$ cat src/shared/reset_gen_defines.vh
/*
  Constants for the reset generator and active-hold timers.
  Assumes a 20 MHz ref_clk; timebase tick is 1 us.
*/
`ifndef RESET_GEN_DEFINES_VH
`define RESET_GEN_DEFINES_VH

// ****************************************
// Clock and timebase
// ****************************************
`define CLK_PERIOD_NS 50
`define TICK_NS 1000
`define TICK_CYCLES (`TICK_NS / `CLK_PERIOD_NS)
`define TICK_CNT_W 5

// ****************************************
// Delay field layout (ms per step)
// ****************************************
`define DEL_MIN_MS 1
`define DEL_MAX_MS 45
`define DELP_MAX_MS 10
`define DEL_FIELD_W 6
`define DELP_FIELD_W 4
`define DEL_RESET_VAL 6'h0A
`define DELP_RESET_VAL 4'h1
`define TICKS_PER_MS 26'h03e8

// ****************************************
// Hold timers, in timebase ticks
// ****************************************
`define RST_POFF_US 26'h1_86a0
`define WACK_US 26'h7_a120
`define POFF_DEL_US 26'h4e20
`define TMR_W 26

`endif

$ cat src/logic/hold_timer.v
/*
  Retriggerable one-shot timer counted in timebase ticks.
  Assumes tick is a one-cycle pulse in the ref_clk domain.
*/
`timescale 1ns/1ns
module hold_timer
#(
  parameter W = 26
)
(
  input wire ref_clk,
  input wire rst,
  input wire start,
  input wire stop,
  input wire tick,
  input wire [W-1:0] limit,
  output wire running
);
  reg [W-1:0] cnt_ff; // Ticks elapsed
  reg run_ff; // Timer active
  reg [W-1:0] nxt_cnt;
  reg nxt_run;

  // Next state: start restarts from zero, stop wins over running
  always @*
  begin
    nxt_cnt = cnt_ff;
    nxt_run = run_ff;
    if (start)
    begin
      nxt_cnt = {W{1'b0}};
      nxt_run = 1'b1;
    end
    else if (stop)
      nxt_run = 1'b0;
    else if (run_ff && tick)
    begin
      if (cnt_ff + 1'b1 >= limit)
        nxt_run = 1'b0; // Expired
      nxt_cnt = cnt_ff + 1'b1;
    end
  end

  // State registers
  always @(posedge ref_clk or posedge rst)
  begin
    if (rst)
    begin
      cnt_ff <= {W{1'b0}};
      run_ff <= 1'b0;
    end
    else
    begin
      cnt_ff <= nxt_cnt;
      run_ff <= nxt_run;
    end
  end

  assign running = run_ff;
endmodule // hold_timer

$ cat src/logic/reset_generator_active_hold.v
/*
  Reset generator with wake-dependent release delay and Active Mode hold timers.
  Assumes supply comparator flags and pin levels are synchronous to ref_clk.
*/
// Operation
// RL1 - Hold reset low until supply rises, delay
// RL2 - Supply falling trip asserts reset, marks invalid
// RL3 - Reset line level readable as status bit
// RL4 - Network wake uses network delay, else ordinary
// RL5 - Delays programmable 1-45 ms and 1-10 ms
// RL6 - Open-drain reset; detect external low drive
// RL7 - Reset low forces soft transmit bit set
// RL8 - Reset low keeps hold bit cleared
// RL9 - Reset low disables LIN driver
// RL10 - Reset assertion starts low-hold timer forcing active
// RL11 - Release restarts wake-ack timer until acknowledged
// RL12 - Grace timer after power-off release or hold clear
// RL13 - Supply invalid and reset ignores power-off request
// RL14 - Host acknowledges before wake-ack timer expires
// RL15 - Power-off request low keeps Active Mode
// RL16 - Supply invalid clears the hold bit
// RL17 - Active forced by any timer, request, hold
// RL18 - Timers count internal ticks, restart on retrigger
`timescale 1ns/1ns
`include "reset_gen_defines.vh"
module reset_generator_active_hold
(
  input wire ref_clk,
  input wire rst,
  input wire supply_above_rise, // Supply sense above rising trip
  input wire supply_below_fall, // Supply sense below falling trip
  input wire network_wake, // Active Mode entered by network activity
  input wire [5:0] reset_release_delay, // Ordinary delay in ms
  input wire [3:0] network_wake_reset_delay, // Network-wake delay in ms
  input wire reset_line_in, // Sensed level of reset line
  input wire power_off_request, // Low keeps Active Mode
  input wire hold_set, // Software sets hold bit
  input wire hold_clr, // Software clears hold bit
  input wire lin_soft_tx_wr, // Software write strobe to transmit bit
  input wire lin_soft_tx_wdata, // Software write value
  output reg reset_line_out, // Always low when driven
  output reg reset_line_oe, // High while pulling line low
  output reg line_reset_level_bit, // Status: present line level
  output reg lin_soft_transmit_bit, // Soft transmit bit
  output reg hold_bit, // Active Mode hold bit
  output reg lin_driver_en, // LIN driver enable
  output reg supply_invalid, // Supply invalid condition
  output reg force_active // Active Mode forced
);

  // ****************************************
  // Sequencer states
  // ****************************************
  localparam ST_HOLD = 2'd0; // Driving low, waiting supply
  localparam ST_DELAY = 2'd1; // Supply good, counting release delay
  localparam ST_RUN = 2'd2; // Released

  reg [1:0] state_ff;
  reg [1:0] nxt_state;
  reg [`TICK_CNT_W-1:0] pre_ff; // Prescaler to 1 us tick
  reg tick_ff;
  reg [`TMR_W-1:0] del_cnt_ff; // Release delay counter
  reg [`TMR_W-1:0] nxt_del_cnt;
  reg [`TMR_W-1:0] del_limit_ff; // Latched delay target
  reg [`TMR_W-1:0] nxt_del_limit;
  reg line_low_ff; // Previous sampled low level
  reg poff_ff; // Previous effective request low
  reg hold_prev_ff; // Previous hold bit
  reg inval_ff; // Supply invalid register
  wire line_low; // Line seen low now
  wire poff_ignored; // Request input masked
  wire poff_active; // Request effectively low
  wire rst_poff_run;
  wire wack_run;
  wire grace_run;
  wire rst_poff_start; // Line just seen low
  wire wack_start; // Line just seen released
  wire grace_start; // Request released or hold bit dropped
  wire [5:0] del_ms_clamped;
  wire [3:0] delp_ms_clamped;

  assign line_low = ~reset_line_in;
  assign poff_ignored = inval_ff & line_low; // RL13
  assign poff_active = ~power_off_request & ~poff_ignored; // RL15
  // Starts also feed force_active, so a hold shows one cycle after its cause
  assign rst_poff_start = line_low & ~line_low_ff; // RL10
  assign wack_start = ~line_low & line_low_ff; // RL11
  assign grace_start = (poff_ff & ~poff_active) | (hold_prev_ff & ~hold_bit); // RL12

  // Clamp fields into their documented ranges
  assign del_ms_clamped = (reset_release_delay < `DEL_MIN_MS) ? 6'd1 :
                          (reset_release_delay > `DEL_MAX_MS) ? 6'd45 : reset_release_delay; // RL5
  assign delp_ms_clamped = (network_wake_reset_delay < `DEL_MIN_MS) ? 4'd1 :
                           (network_wake_reset_delay > `DELP_MAX_MS) ? 4'd10 : network_wake_reset_delay; // RL5

  // ****************************************
  // Timebase
  // ****************************************
  // One tick per microsecond; all timers count these
  always @(posedge ref_clk or posedge rst)
  begin
    if (rst)
    begin
      pre_ff <= {`TICK_CNT_W{1'b0}};
      tick_ff <= 1'b0;
    end
    else if (pre_ff == `TICK_CYCLES - 1)
    begin
      pre_ff <= {`TICK_CNT_W{1'b0}};
      tick_ff <= 1'b1; // RL18
    end
    else
    begin
      pre_ff <= pre_ff + 1'b1;
      tick_ff <= 1'b0;
    end
  end

  // ****************************************
  // Reset sequencer
  // ****************************************
  // Delay chosen by wake cause, latched when supply becomes good
  always @*
  begin
    nxt_state = state_ff;
    nxt_del_cnt = del_cnt_ff;
    nxt_del_limit = del_limit_ff;
    case (state_ff)
      ST_HOLD:
      begin
        if (supply_above_rise)
        begin
          nxt_state = ST_DELAY; // RL1
          nxt_del_cnt = {`TMR_W{1'b0}};
          if (network_wake)
            nxt_del_limit = delp_ms_clamped * `TICKS_PER_MS; // RL4
          else
            nxt_del_limit = del_ms_clamped * `TICKS_PER_MS; // RL4
        end
      end
      ST_DELAY:
      begin
        if (supply_below_fall)
          nxt_state = ST_HOLD; // RL2
        else if (tick_ff)
        begin
          nxt_del_cnt = del_cnt_ff + 1'b1;
          if (del_cnt_ff + 1'b1 >= del_limit_ff)
            nxt_state = ST_RUN; // RL1
        end
      end
      ST_RUN:
      begin
        if (supply_below_fall)
          nxt_state = ST_HOLD; // RL2
      end
      default:
        nxt_state = ST_HOLD;
    endcase
  end

  // Sequencer registers
  always @(posedge ref_clk or posedge rst)
  begin
    if (rst)
    begin
      state_ff <= ST_HOLD;
      del_cnt_ff <= {`TMR_W{1'b0}};
      del_limit_ff <= {`TMR_W{1'b0}};
      inval_ff <= 1'b1;
    end
    else
    begin
      state_ff <= nxt_state;
      del_cnt_ff <= nxt_del_cnt;
      del_limit_ff <= nxt_del_limit;
      // Invalid from falling trip until rising trip seen
      if (supply_below_fall)
        inval_ff <= 1'b1; // RL2
      else if (supply_above_rise)
        inval_ff <= 1'b0;
    end
  end

  // ****************************************
  // Hold timers
  // ****************************************
  // Edge history; external lows count the same as our own
  always @(posedge ref_clk or posedge rst)
  begin
    if (rst)
    begin
      line_low_ff <= 1'b0; // Power-up low counts as an assertion
      poff_ff <= 1'b0;
      hold_prev_ff <= 1'b0;
    end
    else
    begin
      line_low_ff <= line_low; // RL6
      poff_ff <= poff_active;
      hold_prev_ff <= hold_bit;
    end
  end

  // Started on reset assertion, ends on expiry or line release
  hold_timer #(.W(`TMR_W)) u_rst_poff
  (
    .ref_clk(ref_clk),
    .rst(rst),
    .start(rst_poff_start), // RL10
    .stop(~line_low),
    .tick(tick_ff),
    .limit(`RST_POFF_US),
    .running(rst_poff_run)
  );

  // Restarted on release; acknowledge stops it
  hold_timer #(.W(`TMR_W)) u_wack
  (
    .ref_clk(ref_clk),
    .rst(rst),
    .start(wack_start), // RL11
    .stop(poff_active | hold_bit | line_low), // RL14
    .tick(tick_ff),
    .limit(`WACK_US),
    .running(wack_run)
  );

  // Grace after request release or hold clear
  hold_timer #(.W(`TMR_W)) u_grace
  (
    .ref_clk(ref_clk),
    .rst(rst),
    .start(grace_start), // RL12
    .stop(poff_active | hold_bit),
    .tick(tick_ff),
    .limit(`POFF_DEL_US),
    .running(grace_run)
  );

  // ****************************************
  // Outputs and fail-safe actions
  // ****************************************
  // Registered outputs; reset-low overrides software writes
  always @(posedge ref_clk or posedge rst)
  begin
    if (rst)
    begin
      reset_line_out <= 1'b0;
      reset_line_oe <= 1'b1;
      line_reset_level_bit <= 1'b0;
      lin_soft_transmit_bit <= 1'b1;
      hold_bit <= 1'b0;
      lin_driver_en <= 1'b0;
      supply_invalid <= 1'b1;
      force_active <= 1'b1;
    end
    else
    begin
      reset_line_out <= 1'b0; // RL6
      reset_line_oe <= (nxt_state != ST_RUN); // RL1 RL2 RL6
      line_reset_level_bit <= reset_line_in; // RL3
      // Same next value as inval_ff, so the flag shows one cycle after the trip
      supply_invalid <= supply_below_fall | (inval_ff & ~supply_above_rise); // RL2
      lin_driver_en <= ~line_low; // RL9
      if (line_low)
        lin_soft_transmit_bit <= 1'b1; // RL7
      else if (lin_soft_tx_wr)
        lin_soft_transmit_bit <= lin_soft_tx_wdata;
      if (line_low | inval_ff)
        hold_bit <= 1'b0; // RL8 RL16
      else if (hold_set)
        hold_bit <= 1'b1;
      else if (hold_clr)
        hold_bit <= 1'b0;
      force_active <= rst_poff_run | wack_run | grace_run | rst_poff_start | wack_start | grace_start |
                      poff_active | hold_bit; // RL17
    end
  end

endmodule // reset_generator_active_hold

$ cat config.mk
export PLATFORM = sky130hd
export DESIGN_NAME = reset_generator_active_hold
export DESIGN_NICKNAME = d
export VERILOG_FILES = /design/src/logic/hold_timer.v /design/src/logic/reset_generator_active_hold.v
export VERILOG_INCLUDE_DIRS = /design/src /design/src/shared
export SDC_FILE = /design/constraint.sdc
export NUM_CORES = 1
export LEC_CHECK = 0
export BUFFER_PORTS_ARGS = -buffer_cell sky130_fd_sc_hd__clkbuf_2
export CAP_MARGIN = 20
export CELL_PAD_IN_SITES_DETAIL_PLACEMENT = 0
export CELL_PAD_IN_SITES_GLOBAL_PLACEMENT = 1
export CORE_ASPECT_RATIO = 1.25
export CORE_MARGIN = 4
export CORE_UTILIZATION = 45
export CTS_CLUSTER_DIAMETER = 120
export CTS_CLUSTER_SIZE = 25
export DETAILED_ROUTE_END_ITERATION = 6
export PLACE_DENSITY_LB_ADDON = 0.1
export SLEW_MARGIN = 10
export SYNTH_ARGS = -nofsm -noshare
export SYNTH_HDL_FRONTEND = slang
export SYNTH_HIERARCHICAL = 1
export SYNTH_SLANG_ARGS = --single-unit
$ cat constraint.sdc
create_clock -name ref_clk -period 4.2 [get_ports ref_clk]
set_input_delay 0.42 -clock ref_clk [delete_from_list [all_inputs] [get_ports ref_clk]]
set_output_delay 0.42 -clock ref_clk [all_outputs]
set_load 0.02 [all_outputs]
**Word level (Yosys, flattened, before mapping)**

Index checks and enable logic that the tools add are counted.

- Add/sub/neg operators: 5
- Multiply operators: 2
- $lt $le $gt $ge: 8
- Equal/unequal tests: 11
- Mux-type cells: 45
- Bitwise gates (word level): 26
- Reductions and logical operators: 24

Operator list:

| operator | count |
|---|---|
| 2-to-1 mux 26 bit | 12 |
| adder 26 x 1 -> 26 bit, second input constant | 4 |
| one-hot mux 26 bit (2 select lines) | 1 |
| >= comparator 26 x 15 -> 1 bit, second input constant | 1 |
| >= comparator 26 x 17 -> 1 bit, second input constant | 1 |
| >= comparator 26 x 19 -> 1 bit, second input constant | 1 |
| >= comparator 26 bit | 1 |
| nonzero test 3 bit | 7 |
| 2-to-1 mux 1 bit | 20 |
| 2-to-1 mux 16 bit | 1 |
| AND reduction 2 bit | 7 |
| multiplier 6 x 7 -> 13 bit, second input constant | 1 |
| 2-to-1 mux 6 bit | 2 |
| != test 2 bit, second input constant | 6 |
| bitwise OR 1 bit | 12 |
| multiplier 4 x 7 -> 11 bit, second input constant | 1 |
| 2-to-1 mux 2 bit | 5 |
| nonzero test 2 bit | 5 |
| 2-to-1 mux 4 bit | 2 |
| AND 1 bit | 7 |
| NOT 1 bit | 7 |
| > comparator 6 bit, second input constant | 1 |
| less-than comparator 6 x 1 -> 1 bit, second input constant | 1 |
| one-hot mux 2 bit (3 select lines) | 1 |
| other kinds (11) | 14 |

- Flip-flop bits (word level): 151
- Input bits: 21
- Output and inout bits: 8
- Word-level logic and storage cells: 142

**Depth between registers and ports, before layout**

Gate-level depths: netlist of run 1.

- Word-level depth: 10
- Gate-level depth with buffers: 17
- Gate-level depth less buffers: 17

**Modules after synthesis**

The synthesis of run 1 kept the hierarchy.

Modules (own cells, without submodules):

| module | times used | cells an instance | area an instance (µm²) | seq. area each (µm²) |
|---|---|---|---|---|
| hold_timer at u_grace ... | 2 | 289 | 2388.5 | 675.6 |
| reset_generator_active_hold | 1 | 528 | 4699.5 | 1432.6 |
| hold_timer at u_wack | 1 | 288 | 2378.5 | 675.6 |

**Least setup slack after synthesis of run 1**

Ideal clock, no wire load.

- Kind: input -> register
- Start: input port reset_release_delay[4]
- End: register del_limit_ff[13]
- Library setup time: 0.099 ns
- Arrival time: 3.863 ns
- Required time: 4.101 ns
- Slack: 0.238 ns
- Cell stages on the path: 17
- Path buffers: 0
- Cell sequence: nor3_1 -> a21oi_1 -> o21ai_0 -> fa_1 -> ha_1 -> inv_1 -> fa_1 -> inv_1 -> ha_1 -> fa_1 -> a21o_1 -> a21oi_1 -> nand2b_1 -> a21oi_1 -> a211oi_1 -> nor3_1 -> a311oi_1

- Cells in the longest elaborated chain, start to end: 5
- Elaborated cells on any way between the ends: 6
- Classes of those cells: 1 x mul; 2 x order compare; 3 x mux

Ends and longest elaborated chain:

| item | line | RTL |
|---|---|---|
| start: declaration | reset_generator_active_hold.v:33 | `input wire [5:0] reset_release_delay,` |
| > comparator 6 bit (no source line) | n/a |  |
| 2-to-1 mux 6 bit | reset_generator_active_hold.v:92 | `` (reset_release_delay > `DEL_MAX_MS) ? 6'd45 : reset_release_delay; `` |
| 2-to-1 mux 6 bit (*) | reset_generator_active_hold.v:91 | `` assign del_ms_clamped = (reset_release_delay < `DEL_MIN_MS) ? 6'd1 : `` |
| multiplier 6 x 7 -> 13 bit (no source line) (*) | n/a |  |
| 2-to-1 mux 16 bit (*) | reset_generator_active_hold.v:135 | `if (network_wake)` |
| end signal: assignment | reset_generator_active_hold.v:169 | `` del_limit_ff <= {`TMR_W{1'b0}}; `` |
| end signal: assignment | reset_generator_active_hold.v:176 | `del_limit_ff <= nxt_del_limit;` |
| end: declaration | reset_generator_active_hold.v:64 | `` reg [`TMR_W-1:0] del_limit_ff; `` |

Every way passes the cells marked *; elsewhere a longest branch is shown, timed or not.
A chain may end at the register's enable or synchronous reset.

**Final worst setup path of run 1**

Same ends and word-level chain as after synthesis.

==> flow_summary.json, run 1 <==
{
  "antenna_found_initial": 0,
  "grt_util_all_layers_pct": 17.9,
  "dp_hpwl_um": 18900,
  "grt_max_degree": 31,
  "pin_count": 29,
  "path_class": "input port to register",
  "clk_path_buf_depth": 2,
  "tritoncts": "done",
  "die_area_um2": 29000,
  "cts_num_sinks": 138,
  "worstReg2RegEnd": "state_ff[0]",
  "die-width_um": 153,
  "synth_ff_type": "dfrtp_1",
  "nets": 1663,
  "multiInputGateArea_um2": 7870,
  "timing.fmax_ghz": 0.263,
  "r2r_start": "del_cnt_ff[0]",
  "avgSynthCellArea_um2": 8.50,
  "cts_htree_levels": 4,
  "clk_pin_slew_ns": 0.06,
  "critPathArrivalTime_ns": 4.13,
  "irDropWorstVdd_mv": 0.209,
  "timing.final.crit_period_ns": 3.80,
  "worstRegToRegCells": 13,
  "fin_util_pct": 51.1,
  "worst_slew_pin_slew_ns": 1.09,
  "p_int_mw": 2.69,
  "pwr-share-seq_pct": 37.0,
  "antennaDiodeCount": 0,
  "ys_seq_area_share_pct": 29.2,
  "numPortBuffers": 27,
  "swShare_pct": 29.8,
  "start_kind": "input port",
  "slew-limit-headroom_pct": 27.6,
  "reg2reg_slack_ns": 0.72,
  "wirelength_um": 25000,
  "slew_viol_final": 0,
  "maxCapViolations": 0,
  "holdBufCountCts": 0,
  "crit_start": "reset_release_delay[4]",
  "final_common_cell": "inv_1",
  "regArea_um2": 3460,
  "drc": 0,
  "setup_viol": 0,
  "synth_edf_count": 0,
  "fp-row-count": 66,
  "post_cts_buffers": 0,
  "required_ns": 4.53,
  "finalHoldViolations": 0,
  "pwr_density_cell_nw_per_um2": 288,
  "synthesis.area_um2": 11900,
  "fillers": 2529,
  "syn_inst": 1394,
  "comb_power_share_pct": 23.2,
  "drive_gt1_share_pct": 8.32,
  "viasPerCell": 5.08,
  "cts_resized": 0,
  "grt_first_pass_wirelength_um": 43700,
  "stdcell_count": 1843,
  "grt_pass1_vias": 9104,
  "finalCritPeriodShare_pct": 90.5,
  "synth-async-reset-ratio_pct": 100,
  "rsz0062_at_grt": "false",
  "worstSetupEndpointType": "register",
  "wire_per_inst_um": 13.6,
  "start_util_pct": 45.6,
  "dr.first_iter.drc_count": 344,
  "vias": 9361,
  "switchingPower_mw": 1.14,
  "setup_ws_ns": 0.398,
  "layout_common_cells": "153 x inv_1, 134 x ha_1, 133 x dfrtp_1",
  "cp-endpoint": "del_limit_ff[13]",
  "core_um2": 26000,
  "dp_slack_ns": -0.111,
  "drtAntennaViolNets": 0,
  "p_leak_nw": 6.51,
  "cts_buffers": 17,
  "root_buffer": "clkbuf_16",
  "synth_cell_types": 67,
  "critPathMaxFanout": 5,
  "worstHoldPathType": "input port to asynchronous set/reset pin",
  "syn_to_final_growth_pct": 12.1,
  "clk_latency_ns": 0.43,
  "ys_ff_latch": 138,
  "status": "finished clean",
  "die_y_um": 189,
  "dp.cells": 1811,
  "place.gp.congestion": 0.787,
  "clockPowerShare_pct": 39.9,
  "yosysWarnings": 6,
  "dr.pass1.iters": 5,
  "overflow": 0,
  "skew_ns": 0.0108
}
==> cell type report <==
| cell class | instances | area share (%) |
|---|---|---|
| multi-input combinational | 1121 | 59.2 |
| clock buffer | 22 | 3.57 |
| tap | 340 | 3.20 |
| timing repair buffer | 58 | 2.77 |
| clock inverter | 10 | 0.875 |
| sequential | 138 | 26.0 |
| inverter | 154 | 4.35 |
==> logic make-up (layout without fill, tap and decap cells) <==
logic type | after synthesis | count (layout) | synth area share (%)
multiplexers | 7 | 7 | 0.602
XOR/XNOR | 167 | 167 | 12.3
adder cells (fa/ha/maj) | 152 | 152 | 17.2
AO/OA/AOI/OAI | 226 | 226 | 11.7
other | 2 | 79 | 0.0633
AND/OR/NAND/NOR | 490 | 490 | 22.1
flip-flops | 138 | 138 | 29.2
buffers and inverters | 212 | 244 | 6.91
==> metrics by stage <==
stage          cell area (um2)  hold WS, ns  power [mW]  TNS (ns)
4_1_cts                  13300        0.116        3.89         0
6_report                 13300        0.104        3.82         0
3_5_place_dp             12700        0.456        2.34    -0.111
5_1_grt                  13300        0.142        4.09         0
3_3_place_gp             12700        0.454        2.32         0
2_1_floorplan            12100        0.433        2.09         0
==> power by group through the flow <==
stage                     registers (mW)  clock network [mW]  logic, mW
after global routing                1.42                1.62       1.05
final                               1.41                1.53      0.885
after global placement              1.44                   0      0.889
after CTS                           1.41                1.57      0.910
after detailed placement            1.44                   0      0.904
after floorplan                     1.43                   0      0.652
==> worst min-delay path by stage <==
| stage | end |
|---|---|
| after CTS | u_grace/running |
| after global routing | u_rst_poff/running |
| after global placement | pre_ff[0] |
| after detailed placement | pre_ff[0] |
| after floorplan | pre_ff[0] |
| final | u_grace/running |
==> routing by layer <==
layer / share of wire (%) / up-vias / track usage (%)
met5: 0 / - / 0
met4: 1.3 / 0 / 4.56
met3: 1.8 / 21 / 2.31
met2: 50 / 84 / 31.8
met1: 47 / 4364 / 23.1
li1: - / 4892 / -
==> worst max-delay path, stage by stage <==
cell and delay (ns):
clkbuf_2 0.11, nor3_1 0.19, a21oi_1 0.09, o21ai_0 0.13, fa_1 0.53, ha_1 0.30
inv_1 0.05, fa_1 0.52, inv_1 0.04, ha_1 0.21, fa_1 0.38, a21o_1 0.18
a21oi_1 0.21, nand2b_1 0.15, a21oi_1 0.09, a211oi_1 0.19, nor3_1 0.07, a311oi_1 0.26
==> state kept, by name, indices dropped and copies added, names as in the netlist, 2 cells and up <==
name / cells
del_cnt_ff: 26
u_grace/cnt_ff: 26
u_rst_poff/cnt_ff: 26
u_wack/cnt_ff: 26
del_limit_ff: 13
pre_ff: 5
state_ff: 2
==> Yosys cell counts, types with 4 or more instances <==
cell       instances  area share (%)
nor3_1            33             1.4
ha_1             134              14
a2111oi_0          4            0.30
a21o_1            16             1.0
o21bai_1           4            0.25
nor2b_1            4            0.21
nor4_1            10            0.53
or4_1              5            0.32
dfrtp_1          133              28
and4_1            14             1.0
nor4_4             5            0.90
nand3_2            5            0.42
fa_1              18             3.0
a22o_1            10            0.74
nand4_1           33             1.7
and3_1            17            0.90
xor2_1            67             4.9
a211oi_1          11            0.70
inv_1            154             4.9
a221oi_1           5            0.37
nand3_1           62             2.6
a21oi_1           73             3.1
buf_1              5            0.16
xnor2_1          100             7.4
or3_1             16            0.84
o31ai_1           11            0.70
mux2i_1            6            0.51
o21ai_0           67             2.8
buf_2             12            0.51
a311oi_1           4            0.30
nand2b_1          10            0.53
or2_2              4            0.21
dfstp_2            5             1.1
nand2_1          108             3.4
nor2_1           131             4.1
and2_1             9            0.47
clkbuf_1          38             1.2
No activity file was read; power rests on OpenSTA's default activity.
==> inputs of run 2 (changes only) <==
Clock period 4.2 ns to 4.6 ns, I/O delays scaled along.
==> run 2 against run 1 <==
Utilization down 0.31 points. Final area down 0.61%. Final cell count down 0.65%. Register-to-register slack better by 0.33 ns. Clock skew about the same. Via count about the same. First-iteration DRC count up 10%. Sequential cell count unchanged. Critical endpoint is now del_limit_ff[14]. Largest power group unchanged.
==> flow_summary.json, run 2 (same netlist as run 1, synthesis figures left out) <==
{
  "die-width_um": 153,
  "setup_tns_ns": 0,
  "start_util_pct": 45.6,
  "start_kind": "input port",
  "skew_ns": 0.0105,
  "pwr-share-seq_pct": 37.6,
  "pwr_density_cell_nw_per_um2": 260,
  "finalCritPeriodShare_pct": 86.7,
  "r2r_start": "u_wack/cnt_ff[9]",
  "tritoncts": "done",
  "cp-endpoint": "del_limit_ff[14]",
  "dp_hpwl_um": 19100,
  "stdcell_count": 1831,
  "nets": 1651,
  "required_ns": 4.94,
  "slew_viol_final": 0,
  "grt_util_all_layers_pct": 17.9,
  "dr.pass1.iters": 5,
  "timing.final.crit_period_ns": 3.99,
  "antenna_found_initial": 0,
  "wire_per_inst_um": 13.7,
  "drtAntennaViolNets": 0,
  "place.gp.congestion": 0.811,
  "rsz0062_at_grt": "false",
  "switchingPower_mw": 1.05,
  "core_um2": 26000,
  "path_class": "input port to register",
  "status": "finished clean",
  "fp-row-count": 66,
  "p_leak_nw": 6.45,
  "root_buffer": "clkbuf_16",
  "cts_num_sinks": 138,
  "dp_slack_ns": 0.133,
  "clockPowerShare_pct": 39.8,
  "layout_common_cells": "153 x inv_1, 134 x ha_1, 133 x dfrtp_1",
  "critPathMaxFanout": 8,
  "viasPerCell": 5.12,
  "worstRegToRegCells": 11,
  "drive_gt1_share_pct": 7.65,
  "vias": 9367,
  "grt_pass1_vias": 9210,
  "final_common_cell": "inv_1",
  "setup_viol": 0,
  "antennaDiodeCount": 0,
  "clk_path_buf_depth": 2,
  "comb_power_share_pct": 22.7,
  "p_int_mw": 2.39,
  "grt_first_pass_wirelength_um": 43400,
  "pin_count": 29,
  "fin_util_pct": 50.8,
  "setup_ws_ns": 0.614,
  "irDropWorstVdd_mv": 0.206,
  "syn_to_final_growth_pct": 11.5,
  "holdBufCountCts": 0,
  "critPathArrivalTime_ns": 4.32,
  "crit_start": "reset_release_delay[5]",
  "timing.fmax_ghz": 0.251,
  "swShare_pct": 30.6,
  "finalHoldViolations": 0,
  "die_y_um": 189,
  "post_cts_buffers": 0,
  "cts_htree_levels": 4,
  "grt_max_degree": 36,
  "worstHoldPathType": "input port to asynchronous set/reset pin",
  "die_area_um2": 29000,
  "reg2reg_slack_ns": 1.05,
  "overflow": 0,
  "maxCapViolations": 0,
  "clk_pin_slew_ns": 0.07,
  "worstReg2RegEnd": "u_wack/running",
  "p_total_mw": 3.44,
  "dr.first_iter.drc_count": 380,
  "clk_latency_ns": 0.43,
  "dp.cells": 1798,
  "worst_slew_pin_slew_ns": 0.922,
  "worstSetupEndpointType": "register",
  "slew-limit-headroom_pct": 38.0,
  "numPortBuffers": 27,
  "cts_buffers": 17,
  "drc": 0,
  "cts_resized": 0,
  "wirelength_um": 25100
}
## run 2: changes by cell type in the layout (fill, tap and decap cells not counted)
cell / change
buf_4: -13
clkbuf_8: -3
clkinv_4: +2
buf_16: +1
clkbuf_1: -1
clkinvlp_4: +1
inv_6: +1
## run 2: power by group through the flow
stage	Clock, mW	Sequential (mW)	Combinational, mW
floorplan	0	1.31	0.595
global placement	0	1.31	0.779
detailed placement	0	1.31	0.793
CTS	1.41	1.29	0.797
global route	1.45	1.30	0.916
finish	1.37	1.29	0.778
## run 2: how the worst min path moves through the flow
stage | slack, ns | endpoint
floorplan | 0.43 | pre_ff[0]
CTS | 0.14 | tick_ff
detailed placement | 0.46 | pre_ff[0]
global route | 0.17 | tick_ff
finish | 0.12 | tick_ff
global placement | 0.45 | pre_ff[0]
## run 2: final cells by class
cell class | count | area (um2)
fillers | 2562 | 12800
multi-input cells | 1121 | 7870
flip-flops and latches | 138 | 3460
inverters | 154 | 578
clock buffers | 18 | 429
well taps | 340 | 425
repair buffers | 46 | 298
clock inverters | 14 | 150
## run 2: routing by layer
metal  GRT usage (%)  part of all wire, %  vias to the layer above
li1                -                    -                     4857
met1            22.2                   45                     4403
met2            32.7                   51                       87
met3            2.42                  2.1                       20
met4            4.08                  1.2                        0
met5               0                    0                        -
## run 2: stage by stage
| step | hold slack [ns] | cell area [um2] |
|---|---|---|
| after global placement | 0.445 | 12600 |
| after CTS | 0.136 | 13200 |
| after detailed placement | 0.459 | 12600 |
| after floorplan | 0.433 | 12100 |
| after global routing | 0.173 | 13200 |
| final | 0.124 | 13200 |
## run 2: worst max-delay path: stages
cell	delay [ns]
clkbuf_2	0.18
inv_1	0.09
o21ai_0	0.33
fa_1	0.55
fa_1	0.51
inv_1	0.05
fa_1	0.49
inv_1	0.04
ha_1	0.33
a21oi_1	0.22
o21bai_1	0.11
a2111oi_0	0.51
nor3_1	0.14
xnor2_1	0.15
o31ai_1	0.18
